--- src/common/ram_io_pkg.sv ---
// Purpose: shared constants for the ram, port and edge interrupt block
// Assumes: bus pins sampled on clk_sys_i, phase-two clock arrives as a pin
// Notes on behaviour
// - reset clears both direction and both output registers, all lines input
// - data bus drivers stay off throughout reset
// - reset disables the edge interrupt and selects falling edge
// - read_not_write high means device supplies data, low means write
// - interrupt output idles released, pulled low on an enabled edge or timer timeout
// - data lines driven only during a selected read cycle
// - direction bit 0 makes a line input, 1 makes it output
// - an output line drives its output register bit
// - port A read returns sampled pin levels
// - output register writes on input lines are kept, not driven
// - ram selected by chip select and ram_space_n low, seven address bits
// - active top line edge sets flag bit 6, interrupts only if enabled
// - edge-control write: address bit 0 polarity, bit 1 enable
// - edge-control writes ignore the data bus
// - edge flag sets regardless of direction or enable
// - changing polarity may itself set the edge flag
// - reading the flag register clears the edge flag
// - port B works like A but reads return the output register
// - timer is prescaler, 8-bit counter and interrupt logic
// - port registers at ram_space_n high, bit 2 low, bits 1:0 select
// - edge control decoded with ram_space_n high, bit 4 low, bit 2 high, write
// - flag read gives timer flag bit 7, edge flag bit 6, rest zero
package ram_io_pkg;
	localparam int          DATA_W        = 8;
	localparam int          ADDR_W        = 7;
	localparam int          RAM_DEPTH     = 128;
	// address bit positions
	localparam int          A_POL_BIT     = 0;
	localparam int          A_EN_BIT      = 1;
	localparam int          A_SPACE_BIT   = 2;
	localparam int          A_TIRQ_BIT    = 3;
	localparam int          A_TWR_BIT     = 4;
	// port register select on address bits 1:0
	localparam logic [1:0]  SEL_A_OUT     = 2'h0;
	localparam logic [1:0]  SEL_A_DIR     = 2'h1;
	localparam logic [1:0]  SEL_B_OUT     = 2'h2;
	localparam logic [1:0]  SEL_B_DIR     = 2'h3;
	// flag register layout
	localparam int          FLAG_TIMER    = 7;
	localparam int          FLAG_EDGE     = 6;
	// reset values
	localparam logic [7:0]  PORT_RST      = 8'h00;
	localparam logic        EDGE_POS_RST  = 1'b0;
	localparam logic        EDGE_EN_RST   = 1'b0;
	// prescale shift per divide select: 1, 8, 64, 1024
	localparam int          PRESC_W       = 10;
	localparam logic [3:0]  DIV_SHIFT [4] = '{4'h0, 4'h3, 4'h6, 4'ha};
endpackage : ram_io_pkg

--- src/rtl/ram_io_ports_edge_irq.sv ---
// Purpose: 128-byte ram, two 8-bit ports, top line edge detect and timer
// Assumes: all bus and port pins are asynchronous to clk_sys_i
// Notes: bus clock must be slow enough for two-stage sampling to settle
`timescale 1ns/1ps
module ram_io_ports_edge_irq
	import ram_io_pkg::*;
(
	input  wire logic                       clk_sys_i,
	input  wire logic                       srst_i,
	input  wire logic                       phase_two_i,
	input  wire logic                       reset_n_i,
	input  wire logic                       select_high_i,
	input  wire logic                       select_low_n_i,
	input  wire logic                       ram_space_n_i,
	input  wire logic                       read_not_write_i,
	input  wire logic [ram_io_pkg::ADDR_W-1:0] addr_lines_i,
	input  wire logic [ram_io_pkg::DATA_W-1:0] data_lines_i,
	output logic      [ram_io_pkg::DATA_W-1:0] data_lines_o,
	output logic                            data_lines_oe_o,
	input  wire logic [7:0]                 port_a_lines_i,
	output logic      [7:0]                 port_a_lines_o,
	output logic      [7:0]                 port_a_lines_oe_o,
	input  wire logic [7:0]                 port_b_lines_i,
	output logic      [7:0]                 port_b_lines_o,
	output logic      [7:0]                 port_b_lines_oe_o,
	input  wire logic                       irq_req_n_i,
	output logic                            irq_req_n_o,
	output logic                            irq_req_n_oe_o
);
	import ram_io_pkg::*;

	localparam int BUS_W = 4 + ADDR_W + DATA_W;

	// synchroniser stages
	logic [BUS_W-1:0]  bus_s1_r;
	logic [BUS_W-1:0]  bus_s2_r;
	logic [1:0]        clk_s1_r;
	logic [1:0]        clk_s2_r;
	logic [7:0]        pa_s1_r;
	logic [7:0]        pa_s2_r;
	logic              phase_d_r;
	logic [BUS_W-1:0]  cap_r;
	logic              dev_rst;
	logic              phase_s;
	logic              bus_fall;

	// register state
	logic [7:0]        mem_r [RAM_DEPTH];
	logic [7:0]        port_a_direction_r;
	logic [7:0]        port_a_output_r;
	logic [7:0]        port_b_direction_r;
	logic [7:0]        port_b_output_r;
	logic              edge_pos_r;
	logic              edge_en_r;
	logic              edge_flag_r;
	logic              edge_lvl_r;
	logic              timer_irq_en_r;
	logic [7:0]        timer_count;
	logic              timer_flag;

	// decoded fields of the live and captured bus
	logic              l_sel;
	logic              l_rd;
	logic [ADDR_W-1:0] l_addr;
	logic              c_chip;
	logic              c_space;
	logic              c_rnw;
	logic [ADDR_W-1:0] c_addr;
	logic [DATA_W-1:0] c_data;
	logic              c_ram_wr;
	logic              c_port_wr;
	logic              c_edge_wr;
	logic              c_timer_wr;
	logic              c_timer_rd;
	logic              c_flag_rd;
	logic              edge_lvl;
	logic              edge_hit;
	logic [7:0]        rd_mux;

	// two-stage capture of the bus, phase two, reset and port A pins before any logic looks at them
	always_ff @(posedge clk_sys_i) begin
		bus_s1_r <= {select_high_i, select_low_n_i, ram_space_n_i, read_not_write_i, addr_lines_i, data_lines_i};
		bus_s2_r <= bus_s1_r;
		clk_s1_r <= {phase_two_i, reset_n_i};
		clk_s2_r <= clk_s1_r;
		pa_s1_r  <= port_a_lines_i;
		pa_s2_r  <= pa_s1_r;
	end

	assign phase_s  = clk_s2_r[1];
	assign dev_rst  = srst_i || !clk_s2_r[0];
	assign bus_fall = phase_d_r && !phase_s;

	// phase history, and a copy of the bus refreshed each clock while phase two is high
	// so the falling edge uses data that was valid before it (hold is short)
	always_ff @(posedge clk_sys_i) begin
		if (srst_i) begin
			phase_d_r <= 1'b0;
			cap_r     <= '0;
		end else begin
			phase_d_r <= phase_s;
			if (phase_s)
				cap_r <= bus_s2_r;
		end
	end

	// live decode drives the read data while phase two is high
	assign l_sel  = bus_s2_r[BUS_W-1] && !bus_s2_r[BUS_W-2];
	assign l_rd   = l_sel && bus_s2_r[BUS_W-4] && phase_s;
	assign l_addr = bus_s2_r[DATA_W +: ADDR_W];

	// captured decode for the write and side effects at the falling edge
	assign c_chip  = cap_r[BUS_W-1] && !cap_r[BUS_W-2];
	assign c_space = cap_r[BUS_W-3];
	assign c_rnw   = cap_r[BUS_W-4];
	assign c_addr  = cap_r[DATA_W +: ADDR_W];
	assign c_data  = cap_r[DATA_W-1:0];

	assign c_ram_wr   = bus_fall && c_chip && !c_space && !c_rnw;
	assign c_port_wr  = bus_fall && c_chip && c_space && !c_addr[A_SPACE_BIT] && !c_rnw;
	assign c_edge_wr  = bus_fall && c_chip && c_space && c_addr[A_SPACE_BIT] && !c_addr[A_TWR_BIT] && !c_rnw;
	assign c_timer_wr = bus_fall && c_chip && c_space && c_addr[A_SPACE_BIT] && c_addr[A_TWR_BIT] && !c_rnw;
	assign c_timer_rd = bus_fall && c_chip && c_space && c_addr[A_SPACE_BIT] && !c_addr[A_POL_BIT] && c_rnw;
	assign c_flag_rd  = bus_fall && c_chip && c_space && c_addr[A_SPACE_BIT] && c_addr[A_POL_BIT] && c_rnw;

	// ram write at the falling edge; no reset, contents are undefined at power-up
	always_ff @(posedge clk_sys_i) begin
		if (c_ram_wr)
			mem_r[c_addr] <= c_data;
	end

	// port registers
	always_ff @(posedge clk_sys_i) begin
		if (dev_rst) begin
			port_a_output_r    <= PORT_RST;
			port_a_direction_r <= PORT_RST;
			port_b_output_r    <= PORT_RST;
			port_b_direction_r <= PORT_RST;
		end else if (c_port_wr) begin
			unique case (c_addr[1:0])
				SEL_A_OUT: port_a_output_r    <= c_data;
				SEL_A_DIR: port_a_direction_r <= c_data;
				SEL_B_OUT: port_b_output_r    <= c_data;
				SEL_B_DIR: port_b_direction_r <= c_data;
			endcase
		end
	end

	// pin drive: enable from direction, level from output register
	always_ff @(posedge clk_sys_i) begin
		if (dev_rst) begin
			port_a_lines_oe_o <= PORT_RST;
			port_b_lines_oe_o <= PORT_RST;
			port_a_lines_o    <= PORT_RST;
			port_b_lines_o    <= PORT_RST;
		end else begin
			port_a_lines_oe_o <= port_a_direction_r;
			port_b_lines_oe_o <= port_b_direction_r;
			port_a_lines_o    <= port_a_output_r;
			port_b_lines_o    <= port_b_output_r;
		end
	end

	// edge control: the address picks everything, data is discarded
	always_ff @(posedge clk_sys_i) begin
		if (dev_rst) begin
			edge_pos_r <= EDGE_POS_RST;
			edge_en_r  <= EDGE_EN_RST;
		end else if (c_edge_wr) begin
			edge_pos_r <= c_addr[A_POL_BIT];
			edge_en_r  <= c_addr[A_EN_BIT];
		end
	end

	// the pin is folded with polarity so a polarity flip can look like an edge
	assign edge_lvl = pa_s2_r[7] ^ edge_pos_r;
	assign edge_hit = edge_lvl_r && !edge_lvl;

	always_ff @(posedge clk_sys_i) begin
		if (srst_i)
			edge_lvl_r <= 1'b0;
		else
			edge_lvl_r <= edge_lvl;
	end

	// edge flag keeps setting during device reset; an edge beats a clearing read
	always_ff @(posedge clk_sys_i) begin
		if (srst_i)
			edge_flag_r <= 1'b0;
		else if (edge_hit)
			edge_flag_r <= 1'b1;
		else if (c_flag_rd)
			edge_flag_r <= 1'b0;
	end

	// timer interrupt enable follows address bit 3 on any timer access
	always_ff @(posedge clk_sys_i) begin
		if (dev_rst)
			timer_irq_en_r <= 1'b0;
		else if (c_timer_wr || c_timer_rd)
			timer_irq_en_r <= c_addr[A_TIRQ_BIT];
	end

	interval_timer u_timer (
		.clk_sys_i  (clk_sys_i),
		.srst_i     (dev_rst),
		.tick_i     (bus_fall),
		.load_i     (c_timer_wr),
		.read_i     (c_timer_rd),
		.div_sel_i  (c_addr[1:0]),
		.load_val_i (c_data),
		.count_o    (timer_count),
		.flag_o     (timer_flag)
	);

	// open-drain request: level held low, enable asserts the pull-down
	always_ff @(posedge clk_sys_i) begin
		if (dev_rst) begin
			irq_req_n_o    <= 1'b0;
			irq_req_n_oe_o <= 1'b0;
		end else begin
			irq_req_n_o    <= 1'b0;
			irq_req_n_oe_o <= (edge_flag_r && edge_en_r) || (timer_flag && timer_irq_en_r);
		end
	end

	// read source select from the live address
	always_comb begin
		rd_mux = 8'h00;
		if (!bus_s2_r[BUS_W-3]) begin
			rd_mux = mem_r[l_addr];
		end else if (!l_addr[A_SPACE_BIT]) begin
			unique case (l_addr[1:0])
				SEL_A_OUT: rd_mux = pa_s2_r;
				SEL_A_DIR: rd_mux = port_a_direction_r;
				SEL_B_OUT: rd_mux = port_b_output_r;
				SEL_B_DIR: rd_mux = port_b_direction_r;
			endcase
		end else if (l_addr[A_POL_BIT]) begin
			rd_mux[FLAG_TIMER] = timer_flag;
			rd_mux[FLAG_EDGE]  = edge_flag_r;
		end else begin
			rd_mux = timer_count;
		end
	end

	// data bus drive, only while phase two is high in a selected read
	always_ff @(posedge clk_sys_i) begin
		if (dev_rst) begin
			data_lines_oe_o <= 1'b0;
			data_lines_o    <= 8'h00;
		end else begin
			data_lines_oe_o <= l_rd;
			data_lines_o    <= l_rd ? rd_mux : 8'h00;
		end
	end
endmodule : ram_io_ports_edge_irq

--- src/rtl/interval_timer.sv ---
// Purpose: interval timer with prescaler, 8-bit down counter and timeout flag
// Assumes: tick_i pulses once per bus clock period
// Notes: after timeout the counter runs at the undivided rate
`timescale 1ns/1ps
module interval_timer
	import ram_io_pkg::*;
(
	input  wire logic              clk_sys_i,
	input  wire logic              srst_i,
	input  wire logic              tick_i,
	input  wire logic              load_i,
	input  wire logic              read_i,
	input  wire logic [1:0]        div_sel_i,
	input  wire logic [7:0]        load_val_i,
	output logic      [7:0]        count_o,
	output logic                   flag_o
);
	import ram_io_pkg::*;

	logic [PRESC_W-1:0] presc_r;
	logic [PRESC_W-1:0] presc_max_r;
	logic               step;
	logic               timeout;

	// a prescaler wrap or fast mode after timeout advances the counter
	assign step    = tick_i && (flag_o || presc_r == '0);
	assign timeout = step && count_o == 8'h00;

	// prescale divider
	always_ff @(posedge clk_sys_i) begin
		if (srst_i) begin
			presc_r     <= '0;
			presc_max_r <= '0;
		end else if (load_i) begin
			presc_max_r <= PRESC_W'((11'h1 << DIV_SHIFT[div_sel_i]) - 11'h1);
			presc_r     <= PRESC_W'((11'h1 << DIV_SHIFT[div_sel_i]) - 11'h1);
		end else if (tick_i) begin
			presc_r <= (presc_r == '0) ? presc_max_r : presc_r - 1'b1;
		end
	end

	// counting register
	always_ff @(posedge clk_sys_i) begin
		if (srst_i)
			count_o <= 8'h00;
		else if (load_i)
			count_o <= load_val_i;
		else if (step)
			count_o <= count_o - 8'h01;
	end

	// timeout flag; a timeout in the same cycle as a read wins
	always_ff @(posedge clk_sys_i) begin
		if (srst_i)
			flag_o <= 1'b0;
		else if (timeout)
			flag_o <= 1'b1;
		else if (load_i || read_i)
			flag_o <= 1'b0;
	end
endmodule : interval_timer

--- config.mk ---
export PLATFORM = sky130hd
export DESIGN_NAME = ram_io_ports_edge_irq
export DESIGN_NICKNAME = d
export VERILOG_FILES = /design/src/common/ram_io_pkg.sv /design/src/rtl/ram_io_ports_edge_irq.sv /design/src/rtl/interval_timer.sv
export SDC_FILE = /design/constraint.sdc
export NUM_CORES = 1
export LEC_CHECK = 0
export BUFFER_PORTS_ARGS = -buffer_cell sky130_fd_sc_hd__buf_2
export CAP_MARGIN = 20
export CORE_MARGIN = 2
export CORE_UTILIZATION = 40
export CTS_BUF_LIST = sky130_fd_sc_hd__clkbuf_16
export CTS_CLUSTER_DIAMETER = 150
export CTS_CLUSTER_SIZE = 14
export DETAILED_ROUTE_END_ITERATION = 10
export GPL_ROUTABILITY_DRIVEN = 1
export PLACE_DENSITY = 0.6
export REMOVE_ABC_BUFFERS = 1
export SLEW_MARGIN = 20
export SYNTH_ARGS = -nofsm -noshare
export SYNTH_HDL_FRONTEND = slang
export SYNTH_SLANG_ARGS = --single-unit
--- constraint.sdc ---
create_clock -name clk_sys_i -period 7.2 [get_ports clk_sys_i]
set_input_delay 1.44 -clock clk_sys_i [delete_from_list [all_inputs] [get_ports clk_sys_i]]
set_output_delay 1.44 -clock clk_sys_i [all_outputs]
set_load 0.01 [all_outputs]
* Word level (Yosys, flattened, before mapping) *
Memories as Yosys holds them, arrays and structs flattened. A register that Yosys moved wholly into a read port is not among the register bits.
Index checks and enable logic that the tools add are counted.
W data, S select, Z words.

word-level totals
  bits in registers = 186
  bits in writable memories = 1024
  bits of input ports = 40
  output and inout bits = 43
  memories kept = 1

operators by class
  $add $sub $neg = 3
  magnitude comparators = 1
  eq/ne operators = 6
  shift-type cells = 1
  muxes and demuxes = 19
  bitwise operators = 3
  reductions and logical operators = 52

memories
  name   depth  width  read ports  clocked after memory_dff  wr ports  line                         RTL
  mem_r  128    8      1           1                         1         ram_io_ports_edge_irq.sv:48  logic [7:0] mem_r [RAM_DEPTH];

operator list
  cell                     count
  $mux W8                  4
  $pmux W8 S4              1
  $mux W10                 3
  $logic_and A1 B1 Y1      25
  $sub A10 B1 Y10 const B  2
  $logic_not A1 Y1         10
  $logic_not A10 Y1        1
  $shl A1 B4 Y10 const A   1
  $bmux W4 S2              1
  $eq A2 B2 Y1 const B     4
  $logic_not A8 Y1         1
  $mux W4                  2
  $reduce_and A2 Y1        4
  $reduce_bool A2 Y1       4
  $sub A8 B1 Y8 const B    1
  $mux W1                  6
  $mux W6                  1
  $eq A2 B1 Y1 const B     2
  $logic_not A2 Y1         2
  $logic_or A1 B1 Y1       4
  $ge A3 B3 Y1 const B     1
  $not A2 Y3               1
  $mux W2                  1
  $reduce_or A2 Y1         1
  other kinds (2)          2

* Logic depth before layout (Yosys ltp) *
Gate-level depths: netlist of run 1.

  depth after elaboration = 10
  depth in mapped cells = 12
  mapped depth without buffers = 8

* Hierarchy *
A second synthesis of run 1 with hierarchy kept.

second synthesis, totals
  cells, all modules = 2570
  area total of the unflattened synthesis = 46734.8 µm²

modules (own cells, without submodules)
  module                 instances  cells an instance  area an instance (µm²)
  ram_io_ports_edge_irq  1          2388               45258.4
  interval_timer         1          182                1476.4

* Worst setup path before layout of run 1 *
No wires, ideal clock.

  kind = input to register
  start point = input port srst_i
  end point = register data_lines_o[0] (netlist name)
  setup time = 0.078 ns
  data arrival time = 3.046 ns
  required time = 7.122 ns
  path slack = 4.076 ns
  stages on the path = 7
  buffers on the path = 1
  cells stage by stage = nand2b_4 or4b_1 clkbuf_8 a31o_2 a2111oi_0 a32oi_1 a32oi_1

on the way
  cells in the longest elaborated chain, start to end = 2

ends and longest elaborated chain
  element                     line                          RTL
  start: declaration          ram_io_ports_edge_irq.sv:9    input wire logic srst_i,
  $logic_or A1 B1 Y1          ram_io_ports_edge_irq.sv:91   assign dev_rst = srst_i || !clk_s2_r[0];
  $reduce_or A2 Y1 (no line)  n/a
  end signal: assignment      ram_io_ports_edge_irq.sv:254  data_lines_o <= l_rd ? rd_mux : 8'h00;
  end: declaration            ram_io_ports_edge_irq.sv:18   output logic [ram_io_pkg::DATA_W-1:0] data_lines_o,

Every way passes these cells.
A chain may end at the register's enable or synchronous reset.

* Worst setup path in the final report of run 1 *
  start point = register clk_s2_r[1]
  end point = memory mem_r[75][4] (enable)

on the way
  cells in the longest elaborated chain, start to end = 7

ends and longest elaborated chain
  element                           line                          RTL
  start: declaration                ram_io_ports_edge_irq.sv:38   logic [1:0] clk_s2_r;
  start signal: assignment          ram_io_ports_edge_irq.sv:85   clk_s2_r <= clk_s1_r;
  $logic_not A1 Y1                  ram_io_ports_edge_irq.sv:92   assign bus_fall = phase_d_r && !phase_s;
  $logic_and A1 B1 Y1               ram_io_ports_edge_irq.sv:92
  $logic_and A1 B1 Y1 (3 in a row)  ram_io_ports_edge_irq.sv:119  assign c_ram_wr = bus_fall && c_chip && !c_space && !c_rnw;
  $mux W1                           ram_io_ports_edge_irq.sv:128  if (c_ram_wr)
  $mux W1 (implied by the code)     ram_io_ports_edge_irq.sv:129  mem_r[c_addr] <= c_data;
  end: declaration                  ram_io_ports_edge_irq.sv:48

Every way passes these cells.

==> impl_metrics.sql, run 1 <==
INSERT INTO impl_metrics (metric_group, metric, value, unit) VALUES
('sta', 'finalHoldViolations', '0', ''),
('die', 'io-pin-count', '83', ''),
('yosys', 'synth_enable_flop_cells', '1024', ''),
('yosys', 'synth.ff_latch_count', '1205', ''),
('drt', 'postRouteWirelength', '121', 'mm'),
('worst_setup_path', 'critical_path.endpoint_type', 'register', ''),
('sta', 'fin_worst_skew', '0.0328', 'ns'),
('worst_setup_path', 'path_cells', 'buf_4 > and4bb_1 > nand2b_1 > nor3_1 > nand3_2 > nor2_1', ''),
('drt', 'route.detailed.drc', '0', ''),
('sta', 'final.min_clock_period', '4.00', 'ns'),
('die', 'floorplan.initialDensity', '40.2', '%'),
('clock_network', 'clkLatencyLatePin', '0.69', 'ns'),
('sta', 'worst_margin_pin_slew', '1.12', 'ns'),
('clock_network', 'clock_tree_from_tritoncts', 'done', ''),
('drt', 'routed_wl_per_cell', '28.6', 'um'),
('sta', 'max-slew-margin-rel', '23.1', '%'),
('yosys', 'post_synth_num_cell_types', '76', ''),
('yosys', 'postSynthCellCount', '2583', ''),
('grt', 'grt_pass1_vias', '24600', ''),
('clock_network', 'cts_made_buffers', '96', ''),
('drt', 'number_of_iterations_in_the_first_detailed_routing_pass', '5', ''),
('grt', 'grt_max_degree', '109', ''),
('sta', 'final_setup_vio_count', '0', ''),
('sta', 'unrepaired_setup_endpoints_after_global_routing', 'false', ''),
('clock_network', 'cts_resized', '0', ''),
('finish', 'area_delta_synth_final', '9.71', '%'),
('yosys', 'synth.top_cells.by_area', 'sky130_fd_sc_hd__edfxtp_1 (66%), sky130_fd_sc_hd__mux4_2 (8.9%), sky130_fd_sc_hd__dfxtp_1 (7.8%)', ''),
('worst_setup_path', 'timing_worst_setup_path_type', 'reg2reg', ''),
('worst_setup_path', 'crit_slowest_cell', 'sky130_fd_sc_hd__nor2_1', ''),
('place', 'port_buffers', '72', ''),
('finish', 'n_diodes', '0', ''),
('sta', 'min_hold_slack', '0.303', 'ns'),
('grt', 'grt_remaining_overflow', '0', ''),
('drt', 'drtAntennaViolNets', '0', ''),
('yosys', 'yosys.area.top_type_share', '66.1', '%'),
('yosys', 'synthArstFlopShare', '0', '%'),
('worst_setup_path', 'setup.worst_path.start_class', 'register', ''),
('pwr', 'power-per-cell-area', '257', 'nW/um^2'),
('sta', 'drv_slew', '0', ''),
('pwr', 'leakagePower', '16.7', 'nW'),
('clock_network', 'cts_max_level', '3', ''),
('die', 'fp.dieH', '345', 'um'),
('finish', 'drive_gt1_share', '17.6', '%'),
('yosys', 'synthDominantAreaCellType', 'sky130_fd_sc_hd__edfxtp_1', ''),
('yosys', 'mappedNetlistArea', '46500', 'sq um'),
('clock_network', 'clk_root_buffer_cell', 'sky130_fd_sc_hd__clkbuf_16', ''),
('place', 'globalplace.congestion', '0.889', ''),
('yosys', 'seq_area_frac_synth', '73.8', '%'),
('flow_run', 'drv.max_cap_violation_count', '0', ''),
('worst_setup_path', 'worst_path_largest_cell_delay', '1.04', 'ns'),
('clock_network', 'post_cts.repair.setup_buffers', '0', ''),
('yosys', 'syn_avg_cell_area', '18.0', 'sq um'),
('worst_setup_path', 'required_time_of_the_critical_path', '7.50', 'ns'),
('outcome', 'result_of_the_run', 'completed', ''),
('grt', 'first_pass_grt_wire_length', '176', 'mm'),
('finish', 'final-instance-count-excl-fill', '4240', ''),
('sta', 'fin_tns_setup', '0', 'ns'),
('worst_setup_path', 'crit_fanout', '24', ''),
('worst_setup_path', 'worst_ep_arrival_time', '4.30', 'ns'),
('clock_network', 'clk_pin_slew_worst_paths', '0.07', 'ns'),
('die', 'die_w', '345', 'um'),
('worst_setup_path', 'family_of_cells_with_the_greatest_summed_delay_on_the_critical_path', 'simple AND/OR/NAND/NOR gates', ''),
('yosys', 'synth_warnings', '0', ''),
('die', 'floorplan.die_area', '119000', 'sq um'),
('pwr', 'maximum_vdd_drop', '0.168', 'mV'),
('place', 'post_detailed_placement_half_perimeter_wirelength', '75.3', 'mm'),
('clock_network', 'clock_path_buffers', '3', ''),
('grt', 'track_usage', '20.2', '%'),
('worst_setup_path', 'cp.buffers_inverters', '1', ''),
('drt', 'route.vias.total', '24500', ''),
('clock_network', 'hold_buffers', '0', '');
Yosys cell counts (36+ instances only):
master                     count
sky130_fd_sc_hd__a21oi_1      68
sky130_fd_sc_hd__and2_1       36
sky130_fd_sc_hd__mux4_2      183
sky130_fd_sc_hd__nand2_1      79
sky130_fd_sc_hd__a22oi_1      53
sky130_fd_sc_hd__edfxtp_1   1024
sky130_fd_sc_hd__o21ai_0      55
sky130_fd_sc_hd__clkbuf_1     53
sky130_fd_sc_hd__mux2i_1     197
sky130_fd_sc_hd__nor2_1      226
sky130_fd_sc_hd__nand3_1      39
sky130_fd_sc_hd__dfxtp_1     181
final cells by class:
cell class	instances	area, sq um
Timing Repair Buffer	119	778
Inverter	14	52.6
Fill cell	9949	64700
Clock buffer	97	2430
Sequential cell	1205	34400
Multi-Input combinational cell	1219	11200
Clock inverter	62	302
Tap cell	1524	1910
per-stage QoR:
stage	setup WS (ns)	cell area [sq um]	total power [mW]
2_1_floorplan	-5.06	45600	8.31
3_3_place_gp	2.81	48300	8.46
3_5_place_dp	2.81	48300	8.47
4_1_cts	3.27	51000	13.2
5_1_grt	3.10	51100	13.5
6_report	3.20	51100	13.1
per-layer routing:
layer | wire length [um] | GRT usage, %
met1 | 50700 | 28.6
met4 | 4150 | 7.12
met3 | 9970 | 3.32
met2 | 56600 | 31.6
met5 | 34 | 0
cell usage in the layout, fill, tap and decap left out, types with 7 or more instances in the layout:
cell type	count
sky130_fd_sc_hd__xnor2_1	7
sky130_fd_sc_hd__mux2_2	30
sky130_fd_sc_hd__nand3_1	37
sky130_fd_sc_hd__edfxtp_1	1024
sky130_fd_sc_hd__o2111ai_1	9
sky130_fd_sc_hd__dfxtp_1	168
sky130_fd_sc_hd__a211oi_1	14
sky130_fd_sc_hd__clkbuf_16	97
sky130_fd_sc_hd__a2111oi_0	7
sky130_fd_sc_hd__o211ai_1	7
sky130_fd_sc_hd__mux4_1	12
sky130_fd_sc_hd__o21ai_0	55
sky130_fd_sc_hd__nand2_1	76
sky130_fd_sc_hd__nand4_1	11
sky130_fd_sc_hd__nor2_1	226
sky130_fd_sc_hd__mux2i_1	197
sky130_fd_sc_hd__a31oi_1	7
sky130_fd_sc_hd__o22ai_1	18
sky130_fd_sc_hd__and2_1	36
sky130_fd_sc_hd__nor2b_1	22
sky130_fd_sc_hd__nand2b_1	13
sky130_fd_sc_hd__inv_1	69
sky130_fd_sc_hd__buf_2	72
sky130_fd_sc_hd__a22oi_1	53
sky130_fd_sc_hd__nor3_1	18
sky130_fd_sc_hd__a21oi_1	68
sky130_fd_sc_hd__dfxtp_4	11
sky130_fd_sc_hd__a311oi_1	7
sky130_fd_sc_hd__mux4_2	183
sky130_fd_sc_hd__a32oi_1	7
sky130_fd_sc_hd__buf_4	40
path summary, 6_finish.rpt:
path | cells after the start | start | to | slack [ns]
max | 6 | clk_s2_r[1]$_DFF_P_ | mem_r[75][4]$_DFFE_PP_ | 3.20
min | 0 | bus_s1_r[16]$_DFF_P_ | bus_s2_r[16]$_DFF_P_ | 0.30
max reg2reg | 6 | clk_s2_r[1]$_DFF_P_ | mem_r[75][4]$_DFFE_PP_ | 3.20
min reg2reg | 0 | bus_s1_r[16]$_DFF_P_ | bus_s2_r[16]$_DFF_P_ | 0.30
kinds of logic after synthesis:
group	Yosys count	share of synthesized area [%]
other	1	0.00806
AND/OR/NAND/NOR	484	4.85
multiplexers	422	14.5
flip-flops	1205	73.8
adder cells (fa/ha/maj)	3	0.0806
XOR/XNOR	11	0.207
AO/OA/AOI/OAI	298	4.31
buffers and inverters	159	2.21
power by group:
part           leakage, nW  total (mW)  internal (mW)  switching, mW
Combinational         4.26       0.653          0.219          0.433
Clock                 1.53        4.81           2.43           2.38
Sequential            10.9        7.67           7.59         0.0755
sequential cells by signal, indices dropped and copies added (netlist names), 5 cells and up:
signal and count:
u_timer.count_o 8, port_a_output_r 8, cap_r 19, port_b_output_r 8, mem_r 1024, u_timer.presc_r 10, data_lines_o 8, port_a_lines_o 8
pa_s1_r 8, port_a_direction_r 8, port_b_lines_o 8, u_timer.presc_max_r 5, port_b_lines_oe_o 8, bus_s1_r 19, port_a_lines_oe_o 8, port_b_direction_r 8
bus_s2_r 19, pa_s2_r 8
No activity file was read; power rests on OpenSTA's default activity.
==> run 2: changes to the inputs <==
- ABC_AREA: not set -> 1
- clock period: 7.2 -> 4 ns (I/O delays scaled with it)
==> run 2 against run 1 <==
Against the previous run:
- largest power group unchanged
- highest routed layer is now met4
- utilization increased by 0.31 points
- fmax increased by 35%
- hold slack got worse by 0.088 ns
- clock skew about the same
- critical endpoint is now data_lines_o[5]$_SDFF_PP0_
==> impl_metrics.sql, run 2 <==
INSERT INTO impl_metrics (metric_group, metric, value, unit) VALUES
('clock_network', 'hold_buffers', '0', ''),
('min_path', 'worst_hold_path_type', 'in2reg', ''),
('drt', 'number_of_iterations_in_the_first_detailed_routing_pass', '6', ''),
('finish', 'largest_reg_flops', '1024', ''),
('min_path', 'worst_hold_startpoint', 'read_not_write_i', ''),
('grt', 'antenna_violations_before_repair', '0', ''),
('yosys', 'postSynthCellCount', '4298', ''),
('worst_setup_path', 'crit_slowest_cell', 'sky130_fd_sc_hd__inv_2', ''),
('yosys', 'seq_area_frac_synth', '72.1', '%'),
('grt', 'grt_pass1_vias', '29700', ''),
('finish', 'final-instance-count-excl-fill', '5909', ''),
('yosys', 'dominant_cell_by_count_in_the_synthesized_netlist', 'sky130_fd_sc_hd__nand2_1', ''),
('drt', 'routed_wl_per_cell', '21.7', 'um'),
('grt', 'grt_max_degree', '115', ''),
('sta', 'worst_margin_pin_slew', '1.06', 'ns'),
('worst_setup_path', 'worst_setup_path_startpoint', 'bus_s2_r[9]$_DFF_P_', ''),
('finish', 'layout.cells.most_common', 'sky130_fd_sc_hd__nand2_1', ''),
('finish', 'drive_gt1_share', '6.77', '%'),
('worst_setup_path', 'timing_worst_setup_path_type', 'reg2reg', ''),
('yosys', 'synth.top_cells.by_area', 'sky130_fd_sc_hd__edfxtp_1 (64%), sky130_fd_sc_hd__nand2_1 (13%), sky130_fd_sc_hd__dfxtp_1 (7.6%)', ''),
('sta', 'finalHoldViolations', '0', ''),
('sta', 'fin_worst_skew', '0.0330', 'ns'),
('sta', 'final_setup_vio_count', '0', ''),
('worst_setup_path', 'r2r_slack', '1.04', 'ns'),
('yosys', 'synthDominantAreaCellType', 'sky130_fd_sc_hd__edfxtp_1', ''),
('place', 'port_buffers', '72', ''),
('yosys', 'mappedNetlistArea', '47700', 'sq um'),
('sta', 'post-route-period-util', '73.9', '%'),
('finish', 'largest_register', 'mem_r', ''),
('sta', 'unrepaired_setup_endpoints_after_global_routing', 'false', ''),
('finish', 'final_design_area_no_fill', '52500', 'sq um'),
('pwr', 'leakagePower', '19.2', 'nW'),
('finish', 'post-route-util', '44.4', '%'),
('yosys', 'synthArstFlopShare', '0', '%'),
('place', 'placement.cell_area', '49700', 'sq um'),
('worst_setup_path', 'cp.buffers_inverters', '3', ''),
('yosys', 'synth_enable_flop_cells', '1024', ''),
('pwr', 'sequentialPowerShare', '57.7', '%'),
('yosys', 'post_synth_num_cell_types', '42', ''),
('die', 'die_w', '349', 'um'),
('clock_network', 'post_cts.repair.setup_buffers', '0', ''),
('sta', 'fmax', '338', 'MHz'),
('worst_setup_path', 'path_cells', 'inv_6 > nand2_2 > inv_2 > buf_12 > nand2_1 > nand3_1 > nand3_1 > nand3_1 > nand3_1 > nand3_1 > nand2_1 > a21oi_1', ''),
('pwr', 'power-per-cell-area', '458', 'nW/um^2'),
('place', 'placedCellCount', '5752', ''),
('flow_run', 'drv.max_cap_violation_count', '0', ''),
('drt', 'route.vias.total', '31200', ''),
('clock_network', 'clk_pin_slew_worst_paths', '0.07', 'ns'),
('die', 'floorplan.initialDensity', '40.4', '%'),
('finish', 'multiInputGateArea', '11700', 'sq um'),
('finish', 'n_diodes', '0', ''),
('clock_network', 'clk_root_buffer_cell', 'sky130_fd_sc_hd__clkbuf_16', ''),
('finish', 'fin_nets', '4357', ''),
('worst_setup_path', 'crit_fanout', '48', ''),
('die', 'rows', '126', ''),
('finish', 'fillers', '10700', ''),
('clock_network', 'cts_resized', '0', ''),
('yosys', 'yosys.area.top_type_share', '64.5', '%'),
('pwr', 'switchingPower', '5.52', 'mW'),
('worst_setup_path', 'worst_ep_arrival_time', '3.56', 'ns'),
('worst_setup_path', 'critical_path.most_common_cell', 'sky130_fd_sc_hd__nand3_1', ''),
('drt', 'detailedRoute.firstIterationViolations', '3410', ''),
('drt', 'postRouteWirelength', '128', 'mm'),
('die', 'core-area', '118000', 'sq um'),
('pwr', 'cell_internal_pwr', '18.5', 'mW'),
('sta', 'max-slew-margin-rel', '29.0', '%'),
('worst_setup_path', 'critical_path.endpoint_type', 'register', ''),
('finish', 'most_used_cells_in_the_layout_excluding_fill_and_tap_cells', 'sky130_fd_sc_hd__nand2_1 (1668), sky130_fd_sc_hd__edfxtp_1 (1024), sky130_fd_sc_hd__nand3_1 (419)', ''),
('worst_setup_path', 'crit-reg2reg-launch', 'bus_s2_r[9]$_DFF_P_', ''),
('outcome', 'result_of_the_run', 'completed', ''),
('clock_network', 'cts_made_buffers', '96', ''),
('pwr', 'fin_total_pwr', '24.0', 'mW'),
('yosys', 'syn_avg_cell_area', '11.1', 'sq um'),
('clock_network', 'clkLatencyLatePin', '0.68', 'ns'),
('pwr', 'p_comb_share', '5.9', '%'),
('die', 'io-pin-count', '83', ''),
('finish', 'register_area', '34400', 'sq um'),
('drt', 'viasPerCell', '5.27', ''),
('yosys', 'synth.ff_latch_count', '1205', ''),
('grt', 'first_pass_grt_wire_length', '190', 'mm'),
('worst_setup_path', 'required_time_of_the_critical_path', '4.60', 'ns'),
('clock_network', 'numClockSinks', '1205', ''),
('clock_network', 'clock_path_buffers', '3', ''),
('worst_setup_path', 'setup.worst_path.start_class', 'register', ''),
('sta', 'drv_slew', '0', ''),
('pwr', 'power.switching_fraction', '23.0', '%'),
('drt', 'drtAntennaViolNets', '0', ''),
('pwr', 'clockPowerShare', '36.4', '%'),
('place', 'post_detailed_placement_half_perimeter_wirelength', '71.2', 'mm'),
('pwr', 'maximum_vdd_drop', '0.344', 'mV'),
('clock_network', 'cts_max_level', '3', ''),
('sta', 'final.min_clock_period', '2.96', 'ns'),
('clock_network', 'clock_tree_from_tritoncts', 'done', ''),
('finish', 'area_delta_synth_final', '10.1', '%'),
('worst_setup_path', 'family_of_cells_with_the_greatest_summed_delay_on_the_critical_path', 'buffers and inverters', ''),
('place', 'globalplace.congestion', '0.873', ''),
('yosys', 'post_synth_most_frequent_cells', 'sky130_fd_sc_hd__nand2_1 (1669), sky130_fd_sc_hd__edfxtp_1 (1024), sky130_fd_sc_hd__nand3_1 (419)', ''),
('yosys', 'synth_top_flop_cell', 'sky130_fd_sc_hd__edfxtp_1', ''),
('die', 'floorplan.die_area', '122000', 'sq um'),
('worst_setup_path', 'worst_path_largest_cell_delay', '0.50', 'ns'),
('drt', 'route.detailed.drc', '0', ''),
('grt', 'grt_remaining_overflow', '0', ''),
('grt', 'track_usage', '20.8', '%'),
('die', 'fp.dieH', '349', 'um'),
('sta', 'fin_tns_setup', '0', 'ns'),
('yosys', 'synth_warnings', '0', '');
[run 2: cell count changes in the layout (fill, tap and decap cells not counted), moves of 36 or more]
cell                      change
sky130_fd_sc_hd__a22oi_1     -53
sky130_fd_sc_hd__mux2i_1    -197
sky130_fd_sc_hd__inv_1      +102
sky130_fd_sc_hd__mux4_2     -183
sky130_fd_sc_hd__nand2_1   +1592
sky130_fd_sc_hd__and2_1      -36
sky130_fd_sc_hd__nand3_1    +382
sky130_fd_sc_hd__nand4_1    +102
sky130_fd_sc_hd__a21oi_1     +71
[run 2: stage by stage]
| step | hold WS (ns) | worst slack, ns |
|---|---|---|
| after floorplan | 0.310 | -7.37 |
| after global placement | 0.312 | 1.15 |
| after detailed placement | 0.312 | 1.11 |
| after CTS | 0.177 | 1.06 |
| after global routing | 0.188 | 0.899 |
| final | 0.215 | 1.04 |
[run 2: cell families after synthesis]
logic type               after synthesis  share of synthesized area (%)
AO/OA/AOI/OAI                        259                           2.91
XOR/XNOR                              12                          0.220
adder cells (fa/ha/maj)                3                         0.0787
buffers and inverters                364                           3.41
flip-flops                          1205                           72.1
other                                  1                        0.00787
AND/OR/NAND/NOR                     2454                           21.3
[run 2: per-layer routing]
layer | share of wire, % | global-route usage, % | up-vias | wire, um
li1 | - | - | 14700 | -
met1 | 42 | 28.7 | 15000 | 54100
met2 | 46 | 33.3 | 1219 | 59400
met3 | 8.1 | 3.44 | 204 | 10400
met4 | 3.2 | 7.20 | 0 | 4130
met5 | 0 | 0 | - | 0
[run 2: power by group through the flow]
| stage | Clock, mW | Combinational, mW | Sequential (mW) |
|---|---|---|---|
| 6_report | 8.73 | 1.41 | 13.9 |
| 5_1_grt | 9.31 | 1.53 | 13.9 |
| 4_1_cts | 8.84 | 1.40 | 13.9 |
| 3_5_place_dp | 0 | 1.40 | 14.1 |
| 3_3_place_gp | 0 | 1.39 | 14.1 |
| 2_1_floorplan | 0 | 0.749 | 14.2 |
[run 2: worst reg2reg max path, cell delays in order, from the launching register on]
cell                      delay, ns
sky130_fd_sc_hd__dfxtp_4       0.38
sky130_fd_sc_hd__inv_6         0.36
sky130_fd_sc_hd__nand2_2       0.15
sky130_fd_sc_hd__inv_2         0.50
sky130_fd_sc_hd__buf_12        0.34
sky130_fd_sc_hd__nand2_1       0.10
sky130_fd_sc_hd__nand3_1       0.12
sky130_fd_sc_hd__nand3_1       0.08
sky130_fd_sc_hd__nand3_1       0.21
sky130_fd_sc_hd__nand3_1       0.17
sky130_fd_sc_hd__nand3_1       0.12
sky130_fd_sc_hd__nand2_1       0.17
sky130_fd_sc_hd__a21oi_1       0.18
[run 2: cell type report]
cell class                 instances  share of cell area [%]
inverter                         128                   0.961
tap                             1536                    3.66
multi-input combinational       2729                    22.3
sequential                      1205                    65.6
timing repair buffer             154                    2.34
clock buffer                      99                    4.72
clock inverter                    58                   0.467
[run 2: final timing paths]
kind | end | cells past startpoint
max | data_lines_o[5]$_SDFF_PP0_ | 12
min | bus_s1_r[15]$_DFF_P_ | 1
max reg2reg | data_lines_o[5]$_SDFF_PP0_ | 12
min reg2reg | clk_s2_r[0]$_DFF_P_ | 0
